**src/rtl/frs_pkg.sv**
```systemverilog
// Constants and types shared by the reset and offset setup block
package frs_pkg;

  // ----------------------------------------------------------------
  // Register map (byte addresses, one aligned 32-bit word each)
  // ----------------------------------------------------------------
  localparam logic [4:0] FRS_REG_STATUS = 5'h00;
  localparam logic [4:0] FRS_REG_MASK   = 5'h04;
  localparam logic [4:0] FRS_REG_STATE  = 5'h08;
  localparam logic [4:0] FRS_REG_OFFSET = 5'h0C;
  localparam logic [4:0] FRS_REG_CTRL   = 5'h10;

  // ----------------------------------------------------------------
  // Field positions and reset values
  // ----------------------------------------------------------------
  localparam int         FRS_EV_W        = 3;
  localparam int         FRS_EV_INIT     = 0;
  localparam int         FRS_EV_SHORT    = 1;
  localparam int         FRS_EV_RESET    = 2;
  localparam int         FRS_CTRL_SOFT   = 0;
  localparam int         FRS_OFS_Y_POS   = 16;
  localparam logic [2:0] FRS_EV_RST_VAL  = 3'h0;
  localparam logic [2:0] FRS_MASK_RST    = 3'h0;

  // ----------------------------------------------------------------
  // Timing counts, in port clock edges
  // ----------------------------------------------------------------
  localparam logic [2:0] FRS_MIN_RST_EDGES = 3'h4;
  localparam logic [1:0] FRS_IR_DELAY      = 2'h2;

  // ----------------------------------------------------------------
  // Preset offsets
  // ----------------------------------------------------------------
  localparam int FRS_PRESET_LO = 8;
  localparam int FRS_PRESET_HI = 64;

  typedef enum logic [1:0] {
    FRS_MODE_PAR = 2'b00,
    FRS_MODE_P8  = 2'b01,
    FRS_MODE_P64 = 2'b10,
    FRS_MODE_SER = 2'b11
  } frs_mode_t;

  typedef enum logic [2:0] {
    FRS_ST_RESET = 3'b000,
    FRS_ST_WAIT  = 3'b001,
    FRS_ST_PAR_Y = 3'b010,
    FRS_ST_PAR_X = 3'b011,
    FRS_ST_SER   = 3'b100,
    FRS_ST_RUN   = 3'b101
  } frs_state_t;

endpackage

```
**src/rtl/frs_rst_if.sv**
```systemverilog
// Reset status carried from a port-domain reset synchroniser to the core
`timescale 1ns/1ps
interface frs_rst_if;
  logic in_reset;   // Domain held in reset
  logic req_low;    // Synchronised reset request is low
  logic release_p;  // Domain leaves reset at this port edge
  logic short_p;    // Release after too few port edges in reset

  modport src (output in_reset, output req_low, output release_p,
               output short_p);
  modport dst (input in_reset, input req_low, input release_p,
               input short_p);
endinterface

```
**src/rtl/frs_rst_sync.sv**
```systemverilog
// Reset synchroniser and release control for one port clock domain
`timescale 1ns/1ps
module frs_rst_sync
  import frs_pkg::*;
(
  input  wire logic clk,         // System clock
  input  wire logic nrst,        // Asynchronous reset, active low
  input  wire logic rst_req_n,   // Raw reset request, active low
  input  wire logic port_edge,   // Rising edge of this port clock
  frs_rst_if.src    rif          // Reset status to the core
);

  logic       s1_q;
  logic       s2_q;
  logic       in_reset_q;
  logic [2:0] edges_q;

  // ----------------------------------------------------------------
  // Two-stage synchroniser; the request may move at any time
  // ----------------------------------------------------------------
  always_ff @(posedge clk or negedge nrst) begin
    if (!nrst) begin
      s1_q <= 1'b0;
      s2_q <= 1'b0;
    end else begin
      s1_q <= rst_req_n;
      s2_q <= s1_q;
    end
  end

  // Release happens only on this domain's own port edge
  always_ff @(posedge clk or negedge nrst) begin
    if (!nrst) begin
      in_reset_q <= 1'b1;
    end else if (!s2_q) begin
      in_reset_q <= 1'b1;
    end else if (port_edge) begin
      in_reset_q <= 1'b0;
    end
  end

  // Counts port edges seen in reset to flag a too short pulse
  always_ff @(posedge clk or negedge nrst) begin
    if (!nrst) begin
      edges_q <= 3'h0;
    end else if (rif.release_p) begin
      edges_q <= 3'h0;
    end else if (!s2_q && port_edge && edges_q < FRS_MIN_RST_EDGES) begin
      edges_q <= edges_q + 3'h1;
    end
  end

  assign rif.in_reset  = in_reset_q;
  assign rif.req_low   = ~s2_q;
  assign rif.release_p = in_reset_q & s2_q & port_edge;
  assign rif.short_p   = rif.release_p & (edges_q < FRS_MIN_RST_EDGES);
endmodule

```
**src/rtl/frs_fifo_reset_setup.sv**
```systemverilog
// Reset, flag preset and offset programming core of a 36-bit FIFO
//
// The Avalon-MM register port and the address map were left to the implementer.
`timescale 1ns/1ps
module frs_fifo_reset_setup
  import frs_pkg::*;
#(
  parameter int ADDR_W = 10,                 // FIFO depth is 2**ADDR_W
  parameter int DATA_W = 36                  // Port A data width
) (
  input  wire logic              clk,                // System clock
  input  wire logic              nrst,               // Async reset, low
  input  wire logic              fifo_reset_n,       // FIFO reset pin
  input  wire logic              port_a_clock,       // Port A clock
  input  wire logic              port_b_clock,       // Port B clock
  input  wire logic              flag_select_lo,     // Mode / serial bit
  input  wire logic              flag_select_hi,     // Mode / strobe_n
  input  wire logic              port_a_write,       // FIFO write enable
  input  wire logic [DATA_W-1:0] port_a_data,        // Write data
  input  wire logic              port_b_read,        // FIFO read enable
  input  wire logic [4:0]        avs_address,        // Byte address
  input  wire logic              avs_read,           // Read request
  input  wire logic              avs_write,          // Write request
  input  wire logic [31:0]       avs_writedata,      // Write data
  output logic      [31:0]       avs_readdata,       // Read data
  output logic                   avs_waitrequest,    // Stall request
  output logic                   irq,                // Interrupt, high
  output logic                   input_ready_flag,   // Port A ready
  output logic                   output_ready_flag,  // Port B ready
  output logic                   almost_empty_flag_n, // Almost empty
  output logic                   almost_full_flag_n, // Almost full
  output logic                   mail_to_b_full_n,   // Mail to B, low
  output logic                   mail_to_a_full_n    // Mail to A, low
);

  localparam int OFS_W = ADDR_W;
  localparam int PTR_W = ADDR_W + 1;
  localparam int SER_BITS = 2 * OFS_W;
  localparam int SER_CW = $clog2(SER_BITS + 1);
  localparam logic [PTR_W-1:0] DEPTH = PTR_W'(2 ** ADDR_W);
  localparam logic [SER_CW-1:0] SER_LAST = SER_CW'(SER_BITS);

  function automatic logic rise(input logic cur, input logic prev);
    rise = cur & ~prev;
  endfunction

  // ----------------------------------------------------------------
  // Port clock edges and reset domains
  // ----------------------------------------------------------------
  logic pa_q;
  logic pb_q;
  logic pa_edge;
  logic pb_edge;
  logic soft_rst_q;
  logic rst_req_n;
  logic serial_offset_bit;
  logic serial_load_strobe_n;

  always_ff @(posedge clk or negedge nrst) begin
    if (!nrst) begin
      pa_q <= 1'b0;
      pb_q <= 1'b0;
    end else begin
      pa_q <= port_a_clock;
      pb_q <= port_b_clock;
    end
  end

  assign pa_edge              = rise(port_a_clock, pa_q);
  assign pb_edge              = rise(port_b_clock, pb_q);
  assign rst_req_n            = fifo_reset_n & ~soft_rst_q;
  assign serial_offset_bit    = flag_select_lo;
  assign serial_load_strobe_n = flag_select_hi;

  frs_rst_if a_if ();
  frs_rst_if b_if ();

  frs_rst_sync u_sync_a (
    .clk       (clk),
    .nrst      (nrst),
    .rst_req_n (rst_req_n),
    .port_edge (pa_edge),
    .rif       (a_if.src)
  );

  frs_rst_sync u_sync_b (
    .clk       (clk),
    .nrst      (nrst),
    .rst_req_n (rst_req_n),
    .port_edge (pb_edge),
    .rif       (b_if.src)
  );

  // ----------------------------------------------------------------
  // Mode capture and setup sequence (port A domain)
  // ----------------------------------------------------------------
  frs_mode_t         mode_q;
  frs_state_t        st_q;
  logic [1:0]        wait_q;
  logic [SER_CW-1:0] ser_cnt_q;
  logic [OFS_W-1:0]  x_q;
  logic [OFS_W-1:0]  y_q;
  logic              ir_q;
  logic              wr_take;
  logic [PTR_W-1:0]  wr_ptr_q;
  logic [PTR_W-1:0]  rd_ptr_q;
  logic [PTR_W-1:0]  count;

  // Sampled while the request is still low, so the value that stood at
  // the rising edge of reset is the one kept
  always_ff @(posedge clk or negedge nrst) begin
    if (!nrst) begin
      mode_q <= FRS_MODE_PAR;
    end else if (a_if.req_low) begin
      mode_q <= frs_mode_t'({flag_select_hi, flag_select_lo});
    end
  end

  assign wr_take = pa_edge & port_a_write & ir_q;

  always_ff @(posedge clk or negedge nrst) begin
    if (!nrst) begin
      st_q      <= FRS_ST_RESET;
      wait_q    <= 2'h0;
      ser_cnt_q <= '0;
      ir_q      <= 1'b0;
    end else if (a_if.release_p) begin
      wait_q    <= 2'h0;
      ser_cnt_q <= '0;
      ir_q      <= 1'b0;
      st_q      <= (mode_q == FRS_MODE_SER) ? FRS_ST_SER : FRS_ST_WAIT;
    end else if (a_if.in_reset) begin
      st_q <= FRS_ST_RESET;
      ir_q <= 1'b0;
    end else if (pa_edge) begin
      unique case (st_q)
        FRS_ST_RESET: st_q <= FRS_ST_RESET;
        FRS_ST_WAIT: begin
          wait_q <= wait_q + 2'h1;
          if (wait_q == FRS_IR_DELAY - 2'h1) begin
            ir_q <= 1'b1;
            st_q <= (mode_q == FRS_MODE_PAR) ? FRS_ST_PAR_Y : FRS_ST_RUN;
          end
        end
        FRS_ST_PAR_Y: if (port_a_write) st_q <= FRS_ST_PAR_X;
        FRS_ST_PAR_X: if (port_a_write) st_q <= FRS_ST_RUN;
        FRS_ST_SER: begin
          if (ser_cnt_q == SER_LAST) begin
            ir_q <= 1'b1;
            st_q <= FRS_ST_RUN;
          end else if (!serial_load_strobe_n) begin
            ser_cnt_q <= ser_cnt_q + SER_CW'(1);
          end
        end
        FRS_ST_RUN: st_q <= FRS_ST_RUN;
        default: st_q <= FRS_ST_RESET;
      endcase
    end
  end

  // Offset registers: X sets almost empty, Y sets almost full
  always_ff @(posedge clk or negedge nrst) begin
    if (!nrst) begin
      x_q <= '0;
      y_q <= '0;
    end else if (a_if.release_p && mode_q == FRS_MODE_P8) begin
      x_q <= OFS_W'(FRS_PRESET_LO);
      y_q <= OFS_W'(FRS_PRESET_LO);
    end else if (a_if.release_p && mode_q == FRS_MODE_P64) begin
      x_q <= OFS_W'(FRS_PRESET_HI);
      y_q <= OFS_W'(FRS_PRESET_HI);
    end else if (wr_take && st_q == FRS_ST_PAR_Y) begin
      y_q <= port_a_data[OFS_W-1:0];
    end else if (wr_take && st_q == FRS_ST_PAR_X) begin
      x_q <= port_a_data[OFS_W-1:0];
    end else if (pa_edge && st_q == FRS_ST_SER && !serial_load_strobe_n
                 && ser_cnt_q != SER_LAST) begin
      {y_q, x_q} <= {y_q[OFS_W-2:0], x_q, serial_offset_bit};
    end
  end

  // ----------------------------------------------------------------
  // Pointers and flags; storage itself lies outside this block
  // ----------------------------------------------------------------
  logic af_q;
  logic ae_q;
  logic or_q;
  logic rd_take;

  assign count   = wr_ptr_q - rd_ptr_q;
  assign rd_take = pb_edge & port_b_read & or_q;

  // A write refused when full is dropped; the source sees input ready
  always_ff @(posedge clk or negedge nrst) begin
    if (!nrst) begin
      wr_ptr_q <= '0;
      af_q     <= 1'b1;
    end else if (a_if.in_reset) begin
      wr_ptr_q <= '0;
      af_q     <= 1'b1;
    end else if (pa_edge) begin
      if (wr_take && st_q == FRS_ST_RUN && count != DEPTH) begin
        wr_ptr_q <= wr_ptr_q + PTR_W'(1);
      end
      af_q <= (DEPTH - count) > PTR_W'(y_q);
    end
  end

  always_ff @(posedge clk or negedge nrst) begin
    if (!nrst) begin
      rd_ptr_q <= '0;
      or_q     <= 1'b0;
      ae_q     <= 1'b0;
    end else if (b_if.in_reset) begin
      rd_ptr_q <= '0;
      or_q     <= 1'b0;
      ae_q     <= 1'b0;
    end else if (pb_edge) begin
      if (rd_take) begin
        rd_ptr_q <= rd_ptr_q + PTR_W'(1);
      end
      or_q <= rd_take ? (count > PTR_W'(1)) : (count != '0);
      ae_q <= count > PTR_W'(x_q);
    end
  end

  // Mailbox transfers live elsewhere; here the flags only leave reset
  logic mb_b_q;
  logic mb_a_q;

  always_ff @(posedge clk or negedge nrst) begin
    if (!nrst) begin
      mb_b_q <= 1'b1;
      mb_a_q <= 1'b1;
    end else begin
      mb_b_q <= mb_b_q | a_if.in_reset;
      mb_a_q <= mb_a_q | b_if.in_reset;
    end
  end

  // Gated by the raw request so the flags move with no clock edge, and
  // all but the mail flags by the domain state so a short pulse cannot let stale flags return
  assign input_ready_flag    = ir_q & rst_req_n & ~a_if.in_reset;
  assign output_ready_flag   = or_q & rst_req_n & ~b_if.in_reset;
  assign almost_empty_flag_n = ae_q & rst_req_n & ~b_if.in_reset;
  assign almost_full_flag_n  = af_q | ~rst_req_n | a_if.in_reset;
  assign mail_to_b_full_n    = mb_b_q | ~rst_req_n;
  assign mail_to_a_full_n    = mb_a_q | ~rst_req_n;

  // ----------------------------------------------------------------
  // Events, interrupt and Avalon-MM slave
  // ----------------------------------------------------------------
  logic                ir_prev_q;
  logic                inr_prev_q;
  logic [FRS_EV_W-1:0] ev;
  logic [FRS_EV_W-1:0] status_q;
  logic [FRS_EV_W-1:0] mask_q;
  logic                ack_q;
  logic                bus_req;
  logic                bus_wr;
  logic [31:0]         rd_mux;

  always_ff @(posedge clk or negedge nrst) begin
    if (!nrst) begin
      ir_prev_q  <= 1'b0;
      inr_prev_q <= 1'b1;
    end else begin
      ir_prev_q  <= ir_q;
      inr_prev_q <= a_if.in_reset;
    end
  end

  always_comb begin
    ev               = '0;
    ev[FRS_EV_INIT]  = ir_q & ~ir_prev_q;
    ev[FRS_EV_SHORT] = a_if.short_p | b_if.short_p;
    ev[FRS_EV_RESET] = a_if.in_reset & ~inr_prev_q;
  end

  assign bus_req         = avs_read | avs_write;
  assign avs_waitrequest = bus_req & ~ack_q;
  assign bus_wr          = avs_write & ack_q;

  always_ff @(posedge clk or negedge nrst) begin
    if (!nrst) begin
      ack_q <= 1'b0;
    end else begin
      ack_q <= bus_req & ~ack_q;
    end
  end

  // A new event wins over a write-one clear in the same cycle
  always_ff @(posedge clk or negedge nrst) begin
    if (!nrst) begin
      status_q <= FRS_EV_RST_VAL;
    end else if (bus_wr && avs_address == FRS_REG_STATUS) begin
      status_q <= (status_q & ~avs_writedata[FRS_EV_W-1:0]) | ev;
    end else begin
      status_q <= status_q | ev;
    end
  end

  always_ff @(posedge clk or negedge nrst) begin
    if (!nrst) begin
      mask_q     <= FRS_MASK_RST;
      soft_rst_q <= 1'b0;
    end else if (bus_wr && avs_address == FRS_REG_MASK) begin
      mask_q <= avs_writedata[FRS_EV_W-1:0];
    end else if (bus_wr && avs_address == FRS_REG_CTRL) begin
      soft_rst_q <= avs_writedata[FRS_CTRL_SOFT];
    end
  end

  always_comb begin
    rd_mux = 32'h0000_0000;
    unique case (avs_address)
      FRS_REG_STATUS: rd_mux[FRS_EV_W-1:0] = status_q;
      FRS_REG_MASK:   rd_mux[FRS_EV_W-1:0] = mask_q;
      FRS_REG_STATE:  rd_mux[8:0] = {b_if.in_reset, a_if.in_reset, or_q,
                                     ir_q, st_q, mode_q};
      FRS_REG_OFFSET: begin
        rd_mux[OFS_W-1:0]                     = x_q;
        rd_mux[FRS_OFS_Y_POS+OFS_W-1:FRS_OFS_Y_POS] = y_q;
      end
      FRS_REG_CTRL:   rd_mux[FRS_CTRL_SOFT] = soft_rst_q;
      default:        rd_mux = 32'h0000_0000;
    endcase
  end

  // Data is latched in the stall cycle so it stands at the answer edge
  always_ff @(posedge clk or negedge nrst) begin
    if (!nrst) begin
      avs_readdata <= 32'h0000_0000;
    end else if (avs_read && !ack_q) begin
      avs_readdata <= rd_mux;
    end
  end

  assign irq = |(status_q & mask_q);

  logic [1:0] pa_since_q;
  always_ff @(posedge clk or negedge nrst) begin
    if (!nrst) begin
      pa_since_q <= 2'h0;
    end else if (a_if.release_p) begin
      pa_since_q <= 2'h0;
    end else if (pa_edge && pa_since_q != 2'h3) begin
      pa_since_q <= pa_since_q + 2'h1;
    end
  end
endmodule

```
**config.mk**
```make
export PLATFORM = sky130hd
export DESIGN_NAME = frs_fifo_reset_setup
export DESIGN_NICKNAME = d
export VERILOG_FILES = /design/src/rtl/frs_pkg.sv /design/src/rtl/frs_rst_if.sv /design/src/rtl/frs_rst_sync.sv /design/src/rtl/frs_fifo_reset_setup.sv
export SDC_FILE = /design/constraint.sdc
export NUM_CORES = 1
export LEC_CHECK = 0
export BUFFER_PORTS_ARGS = -buffer_cell sky130_fd_sc_hd__buf_2
export CAP_MARGIN = 0
export CORE_ASPECT_RATIO = 0.75
export CORE_MARGIN = 10
export CORE_UTILIZATION = 30
export CTS_BUF_LIST = sky130_fd_sc_hd__clkbuf_2
export DETAILED_ROUTE_END_ITERATION = 12
export GPL_ROUTABILITY_DRIVEN = 0
export GPL_TIMING_DRIVEN = 0
export SLEW_MARGIN = 20
export SYNTH_ARGS = -nofsm -noshare
export SYNTH_HDL_FRONTEND = slang
export SYNTH_SLANG_ARGS = --single-unit
```
**constraint.sdc**
```tcl
create_clock -name clk -period 4.5 [get_ports clk]
set_input_delay 0.9 -clock clk [delete_from_list [all_inputs] [get_ports clk]]
set_output_delay 0.9 -clock clk [all_outputs]
set_load 0.05 [all_outputs]
```
==> flow_metrics.tcl, run 1 <==
set metrics [dict create \
    relSlewSlack_pct 55.7 \
    drt-pass1-iter-count 5 \
    die-area_sq_um 28100 \
    synth_warnings 0 \
    hold_slack_ns 0.0929 \
    antenna_found_initial 1 \
    root_buffer "clkbuf_2" \
    place_ws_ns 0.376 \
    vias 5568 \
    core_area_sq_um 21300 \
    synth_cell_type_count 63 \
    yosysSeqAreaShare_pct 39.2 \
    timing.rr.end "af_q" \
    power_mw 2.02 \
    tritoncts "done" \
    fin_worst_skew_ns 0.0366 \
    postSynthCellCount 744 \
    crit_path_max_fanout 7 \
    grt_pass1_vias 5206 \
    yosys.area.top_type "dfrtp_1" \
    async_flop_share_pct 100 \
    layout_setup_ws_ns 0.359 \
    timing_worst_setup_path_type "register to register" \
    synth_top_cells_by_count "nor2_1, dfrtp_1, nand2_1, inv_1, a21oi_1" \
    dp_cells 1098 \
    post-route-min-period_ns 4.14 \
    hold_viol 0 \
    nets 945 \
    outcome "complete, no violations" \
    rows 46 \
    initial_core_util_pct 30.7 \
    cts.sinks 102 \
    cts-htree-levels 3 \
    synth_top_area_share_pct 36.8 \
    die_h_um 148 \
    holdBufCountCts 0 \
    grt_max_degree 77 \
    viasPerCell 4.99 \
    holdCritPathClass "primary input to asynchronous set/reset pin" \
    avgRoutedWirePerCell_um 16.0 \
    reg2reg_depth 16 \
    cts.clk_slew.worst_paths_ns 0.31 \
    rsz0062_at_grt "no" \
    port_buffers 54 \
    leakage_nw 3.38 \
    finalSetupViolations 0 \
    grt_remaining_overflow 0 \
    drtIter0Drc 524 \
    endpoint_kind "register" \
    ys_seq_elements 102 \
    ir_drop_mv 0.132 \
    tightestPinTransition_ns 0.658 \
    synthTopCellsByArea "dfrtp_1, ha_1, nor2_1, mux2i_1, nand2_1" \
    rrSetupSlack_ns 0.36 \
    maxCapViolCount 0 \
    ctsLongestPathBuffers 2 \
    power.density_nw_per_um2 275 \
    drv_slew 0 \
    arrival_ns 4.69 \
    syn_to_final_growth_pct 12.5 \
    r2r-start "wr_ptr_q[0]" \
    die_x_um 190 \
    syn_area_per_cell_sq_um 8.78 \
    required_ns 5.05 \
    cts_made_buffers 9 \
    wl_um 17800 \
    synth_edf_count 0 \
    grt_first_pass_wirelength_um 28700 \
    clock.fmax_ghz 0.242 \
    yosysMostFrequentCell "nor2_1" \
    dp_hpwl_um 13700 \
    period_share_pct 92.0 \
    drc 0 \
    pin_count 124 \
    startpoint_type "register" \
    antenna_left 0 \
    synth_ff_type "dfrtp_1" \
    drive_gt1_share_pct 14.3 \
    tns_ns 0 \
    synth.cell_area_sq_um 6530 \
    clock_latency_ns 0.60 \
    grtUsageTotal_pct 12.6 \
    layout.cells.non_filler 1115 \
]
[state kept, by name, indices dropped and copies added (netlist names), 2 cells and up]
signal,flops
avs_readdata,20
mask_q,3
mode_q,2
rd_ptr_q,11
ser_cnt_q,5
st_q,3
status_q,3
u_sync_a.edges_q,3
u_sync_b.edges_q,3
wait_q,2
wr_ptr_q,11
x_q,10
y_q,10
[report_power, final]
part	total (mW)	internal [mW]	switching [mW]	leakage [nW]
Clock	0.435	0.0830	0.352	0.0686
Combinational	0.481	0.169	0.311	2.00
Sequential	1.10	1.01	0.0938	1.31
[routing by layer]
metal	GRT usage [%]	vias to the layer above	share of wire [%]	wire length [um]
met2	16.7	160	40	7050
met3	2.87	6	6.8	1220
met5	0	-	0	0
li1	-	2730	-	-
met1	20.0	2672	53	9480
met4	1.77	0	0.40	72
[through the flow]
stage	area, sq um	util [%]
floorplan	6570	-
global placement	7200	33.8
detailed placement	7240	34.0
CTS	7340	34.5
global route	7350	34.5
finish	7350	34.5
[worst max-delay path by stage]
stage	startpoint	to	slack [ns]	depth (start not counted)
after floorplan	wr_ptr_q[0]	af_q	0.86	16
after global placement	wr_ptr_q[0]	af_q	0.34	16
after detailed placement	wr_ptr_q[0]	af_q	0.38	16
after CTS	rd_ptr_q[0]	af_q	0.33	15
after global routing	wr_ptr_q[0]	af_q	0.07	16
final	wr_ptr_q[0]	af_q	0.36	16
[placed cells by master (no fill, tap or decap), types with 7 or more instances in the layout]
cell type	n
mux2i_1	25
inv_1	46
nor2_1	98
clkbuf_1	26
conb_1	12
nand2b_1	7
buf_4	13
ha_1	39
xor2_1	7
a221oi_1	8
a21oi_1	44
nor2b_1	16
nand2_1	65
xnor2_1	19
and3_1	11
mux2_2	9
buf_2	58
mux2_1	9
nor3_1	16
nand4_1	16
o211ai_1	7
o21ai_0	39
clkbuf_2	9
nand3_1	24
dfrtp_1	96
a211oi_1	15
[timing repair]
| action | 4_1_cts | 5_1_grt |
|---|---|---|
| setup buffers | 0 | 0 |
| setup endpoints to repair | 0 | 1 |
| resized for setup | 0 | 1 |
[logic make-up after synthesis]
kind of cell | Yosys count | synth area share, %
multiplexers | 44 | 7.28
other | 1 | 0.0574
XOR/XNOR | 26 | 3.49
flip-flops | 102 | 39.2
adder cells (fa/ha/maj) | 40 | 7.78
AO/OA/AOI/OAI | 150 | 14.5
buffers and inverters | 96 | 6.47
AND/OR/NAND/NOR | 285 | 21.2
[critical path, stage by stage (launching register included)]
cell	delay, ns
dfrtp_1	0.54
inv_1	0.11
ha_1	0.16
inv_1	0.05
fa_1	0.48
a211o_1	0.40
a21oi_1	0.20
o32ai_1	0.18
a211oi_2	0.30
or3b_2	0.49
nor2_1	0.13
xnor2_1	0.10
ha_1	0.30
nand4_1	0.08
o32ai_1	0.23
a21o_1	0.19
a41oi_1	0.15
[final cells by class]
cell class | count | area (sq um)
Fill cell | 2243 | 13900
Clock inverter | 7 | 56.3
Clock buffer | 9 | 45.0
Multi-Input combinational cell | 557 | 3590
Sequential cell | 102 | 2560
Buffer | 49 | 246
Inverter | 47 | 176
Tap cell | 288 | 360
Timing Repair Buffer | 55 | 304
Antenna cell | 1 | 2.50
Note: power is estimated with default switching activity, not from simulation.
==> run 2, diff against run 1 <==
--- a/config.mk
+++ b/config.mk
@@ -9,11 +9,11 @@
 export CAP_MARGIN = 0
 export CORE_ASPECT_RATIO = 0.75
 export CORE_MARGIN = 10
-export CORE_UTILIZATION = 30
-export CTS_BUF_LIST = sky130_fd_sc_hd__clkbuf_2
+export CORE_UTILIZATION = 39
 export DETAILED_ROUTE_END_ITERATION = 12
 export GPL_ROUTABILITY_DRIVEN = 0
 export GPL_TIMING_DRIVEN = 0
+export PLACE_DENSITY_LB_ADDON = 0.1
 export SLEW_MARGIN = 20
 export SYNTH_ARGS = -nofsm -noshare
 export SYNTH_HDL_FRONTEND = slang
==> flow_metrics.tcl, run 2 (synthesized netlist as in run 1, its figures left out) <==
set metrics [dict create \
    finalSetupViolations 0 \
    wl_met3_um 1060 \
    maxCapViolCount 0 \
    relSlewSlack_pct 55.0 \
    top_regs "avs_readdata x20, rd_ptr_q x11, wr_ptr_q x11" \
    grt_pass1_vias 5607 \
    cp_top_family "compound AO/OA/AOI/OAI gates" \
    ir_drop_mv 0.222 \
    fin_worst_skew_ns 0.00966 \
    hold_viol 0 \
    pin_count 124 \
    rsz0062_at_grt "no" \
    antennaDiodeCount 0 \
    period_share_pct 94.6 \
    port_buffers 54 \
    cts.clk_slew.worst_paths_ns 0.08 \
    post-route-min-period_ns 4.26 \
    crit_path_max_fanout 7 \
    cts-htree-levels 3 \
    cp_cell_sequence "inv_1 > ha_1 > inv_1 > fa_1 > a211o_1 > a21oi_1 > o32ai_1 > a211oi_2 > or3b_2 > nor2_1 > xnor2_1 > ha_1 > nand4_1 > o32ai_1 > a21o_1 > a41oi_1" \
    layout_setup_ws_ns 0.245 \
    drive_gt1_share_pct 14.5 \
    final_cell_mix "nor2_1, dfrtp_1, nand2_1, buf_2, inv_1" \
    drtIter0Drc 454 \
    drv_slew 0 \
    dp_hpwl_um 13900 \
    cts.sinks 102 \
    largest_register_ffs 20 \
    cp_slowest_stage_delay_ns 0.53 \
    viasPerCell 5.49 \
    nFillCells 1615 \
    grt_remaining_overflow 0 \
    tightestPinTransition_ns 0.669 \
    antenna_left 0 \
    top_register "avs_readdata" \
    clock.fmax_ghz 0.235 \
    met1_length_um 8900 \
    cp_slowest_cell "or3b_2" \
    place_ws_ns 0.0721 \
    tritoncts "done" \
    drt-pass1-iter-count 5 \
    mostFrequentLayoutCell "nor2_1" \
    grtUsageTotal_pct 16.2 \
    startpoint_type "register" \
    initial_core_util_pct 40.3 \
    leakage_nw 3.46 \
    power.density_nw_per_um2 318 \
    highest_layer "met4" \
    required_ns 4.77 \
    cts_made_buffers 9 \
    die_x_um 169 \
    grt_max_degree 62 \
    route.met2.wl_um 7980 \
    timing_worst_setup_path_type "register to register" \
    root_buffer "clkbuf_16" \
    holdCritPathClass "register to register" \
    outcome "complete, no violations" \
    clock_latency_ns 0.36 \
    die_h_um 132 \
    vias 5699 \
    endpoint_kind "register" \
    ctsLongestPathBuffers 2 \
    syn_to_final_growth_pct 14.0 \
    arrival_ns 4.52 \
    drc 0 \
    die-area_sq_um 22400 \
    grt_first_pass_wirelength_um 29800 \
    rows 40 \
    antenna_found_initial 0 \
    critPathBufInv 2 \
    nets 947 \
    tns_ns 0 \
    wl_um 18100 \
    avgRoutedWirePerCell_um 17.5 \
    core_area_sq_um 16200 \
]
run 2: cell types whose count changed in the layout (fill, tap and decap cells not counted), sizes merged:
cell,previous run,this run
diode,1,0
clkinv,5,6
buf,78,80
inv,49,47
clkbuf,35,36
run 2: final timing paths:
check                         startpoint  cells after the start               endpoint  slack, ns
setup / recovery             wr_ptr_q[0]                     16                   af_q       0.24
hold / removal             u_sync_b.s1_q                      0          u_sync_b.s2_q       0.36
setup reg to reg             wr_ptr_q[0]                     16                   af_q       0.24
hold reg to reg            u_sync_b.s1_q                      0          u_sync_b.s2_q       0.36
max in group asynchronous           nrst                      2  u_sync_b.rif.in_reset       3.27
min in group asynchronous           nrst                      1       avs_readdata[18]       0.50
run 2: where the power goes:
group          switching (mW)  leakage, nW  total (mW)  internal [mW]
clock                   0.385        0.146       0.785          0.400
sequential             0.0928         1.31        1.10           1.01
combinational           0.314         2.00       0.483          0.169
total                   0.792         3.46        2.37           1.57
run 2: per-stage QoR:
stage          area [sq um]  util [%]  total power, mW  hold WS (ns)  cells
2_1_floorplan          6570         -             1.43         0.331    755
3_3_place_gp           7110      43.8             1.57         0.343   1019
3_5_place_dp           7130      44.0             1.60         0.338   1020
4_1_cts                7430      45.8             2.39         0.360   1036
5_1_grt                7450      45.9             2.51         0.363   1038
6_report               7450      45.9             2.37         0.358   1038
run 2: final cells by class:
class | count | area, sq um | share of cell area [%]
Buffer | 49 | 246 | 3.31
Clock buffer | 10 | 239 | 3.21
Clock inverter | 6 | 56.3 | 0.756
Inverter | 47 | 176 | 2.37
Multi-Input combinational cell | 557 | 3590 | 48.3
Sequential cell | 102 | 2560 | 34.4
Tap cell | 210 | 263 | 3.53
Timing Repair Buffer | 57 | 312 | 4.18
run 2: per-layer routing:
metal  GRT usage, %  up-vias
met5              0        -
met4           3.59        0
met3           4.08       16
met2           23.8      146
met1           23.2     2784
li1               -     2753
run 2: timing repair:
action | 4_1_cts | 5_1_grt
buffers inserted | 0 | 2
endpoints found under the setup margin | 0 | 1
resized for setup | 0 | 1
hold buffers | 0 | 0
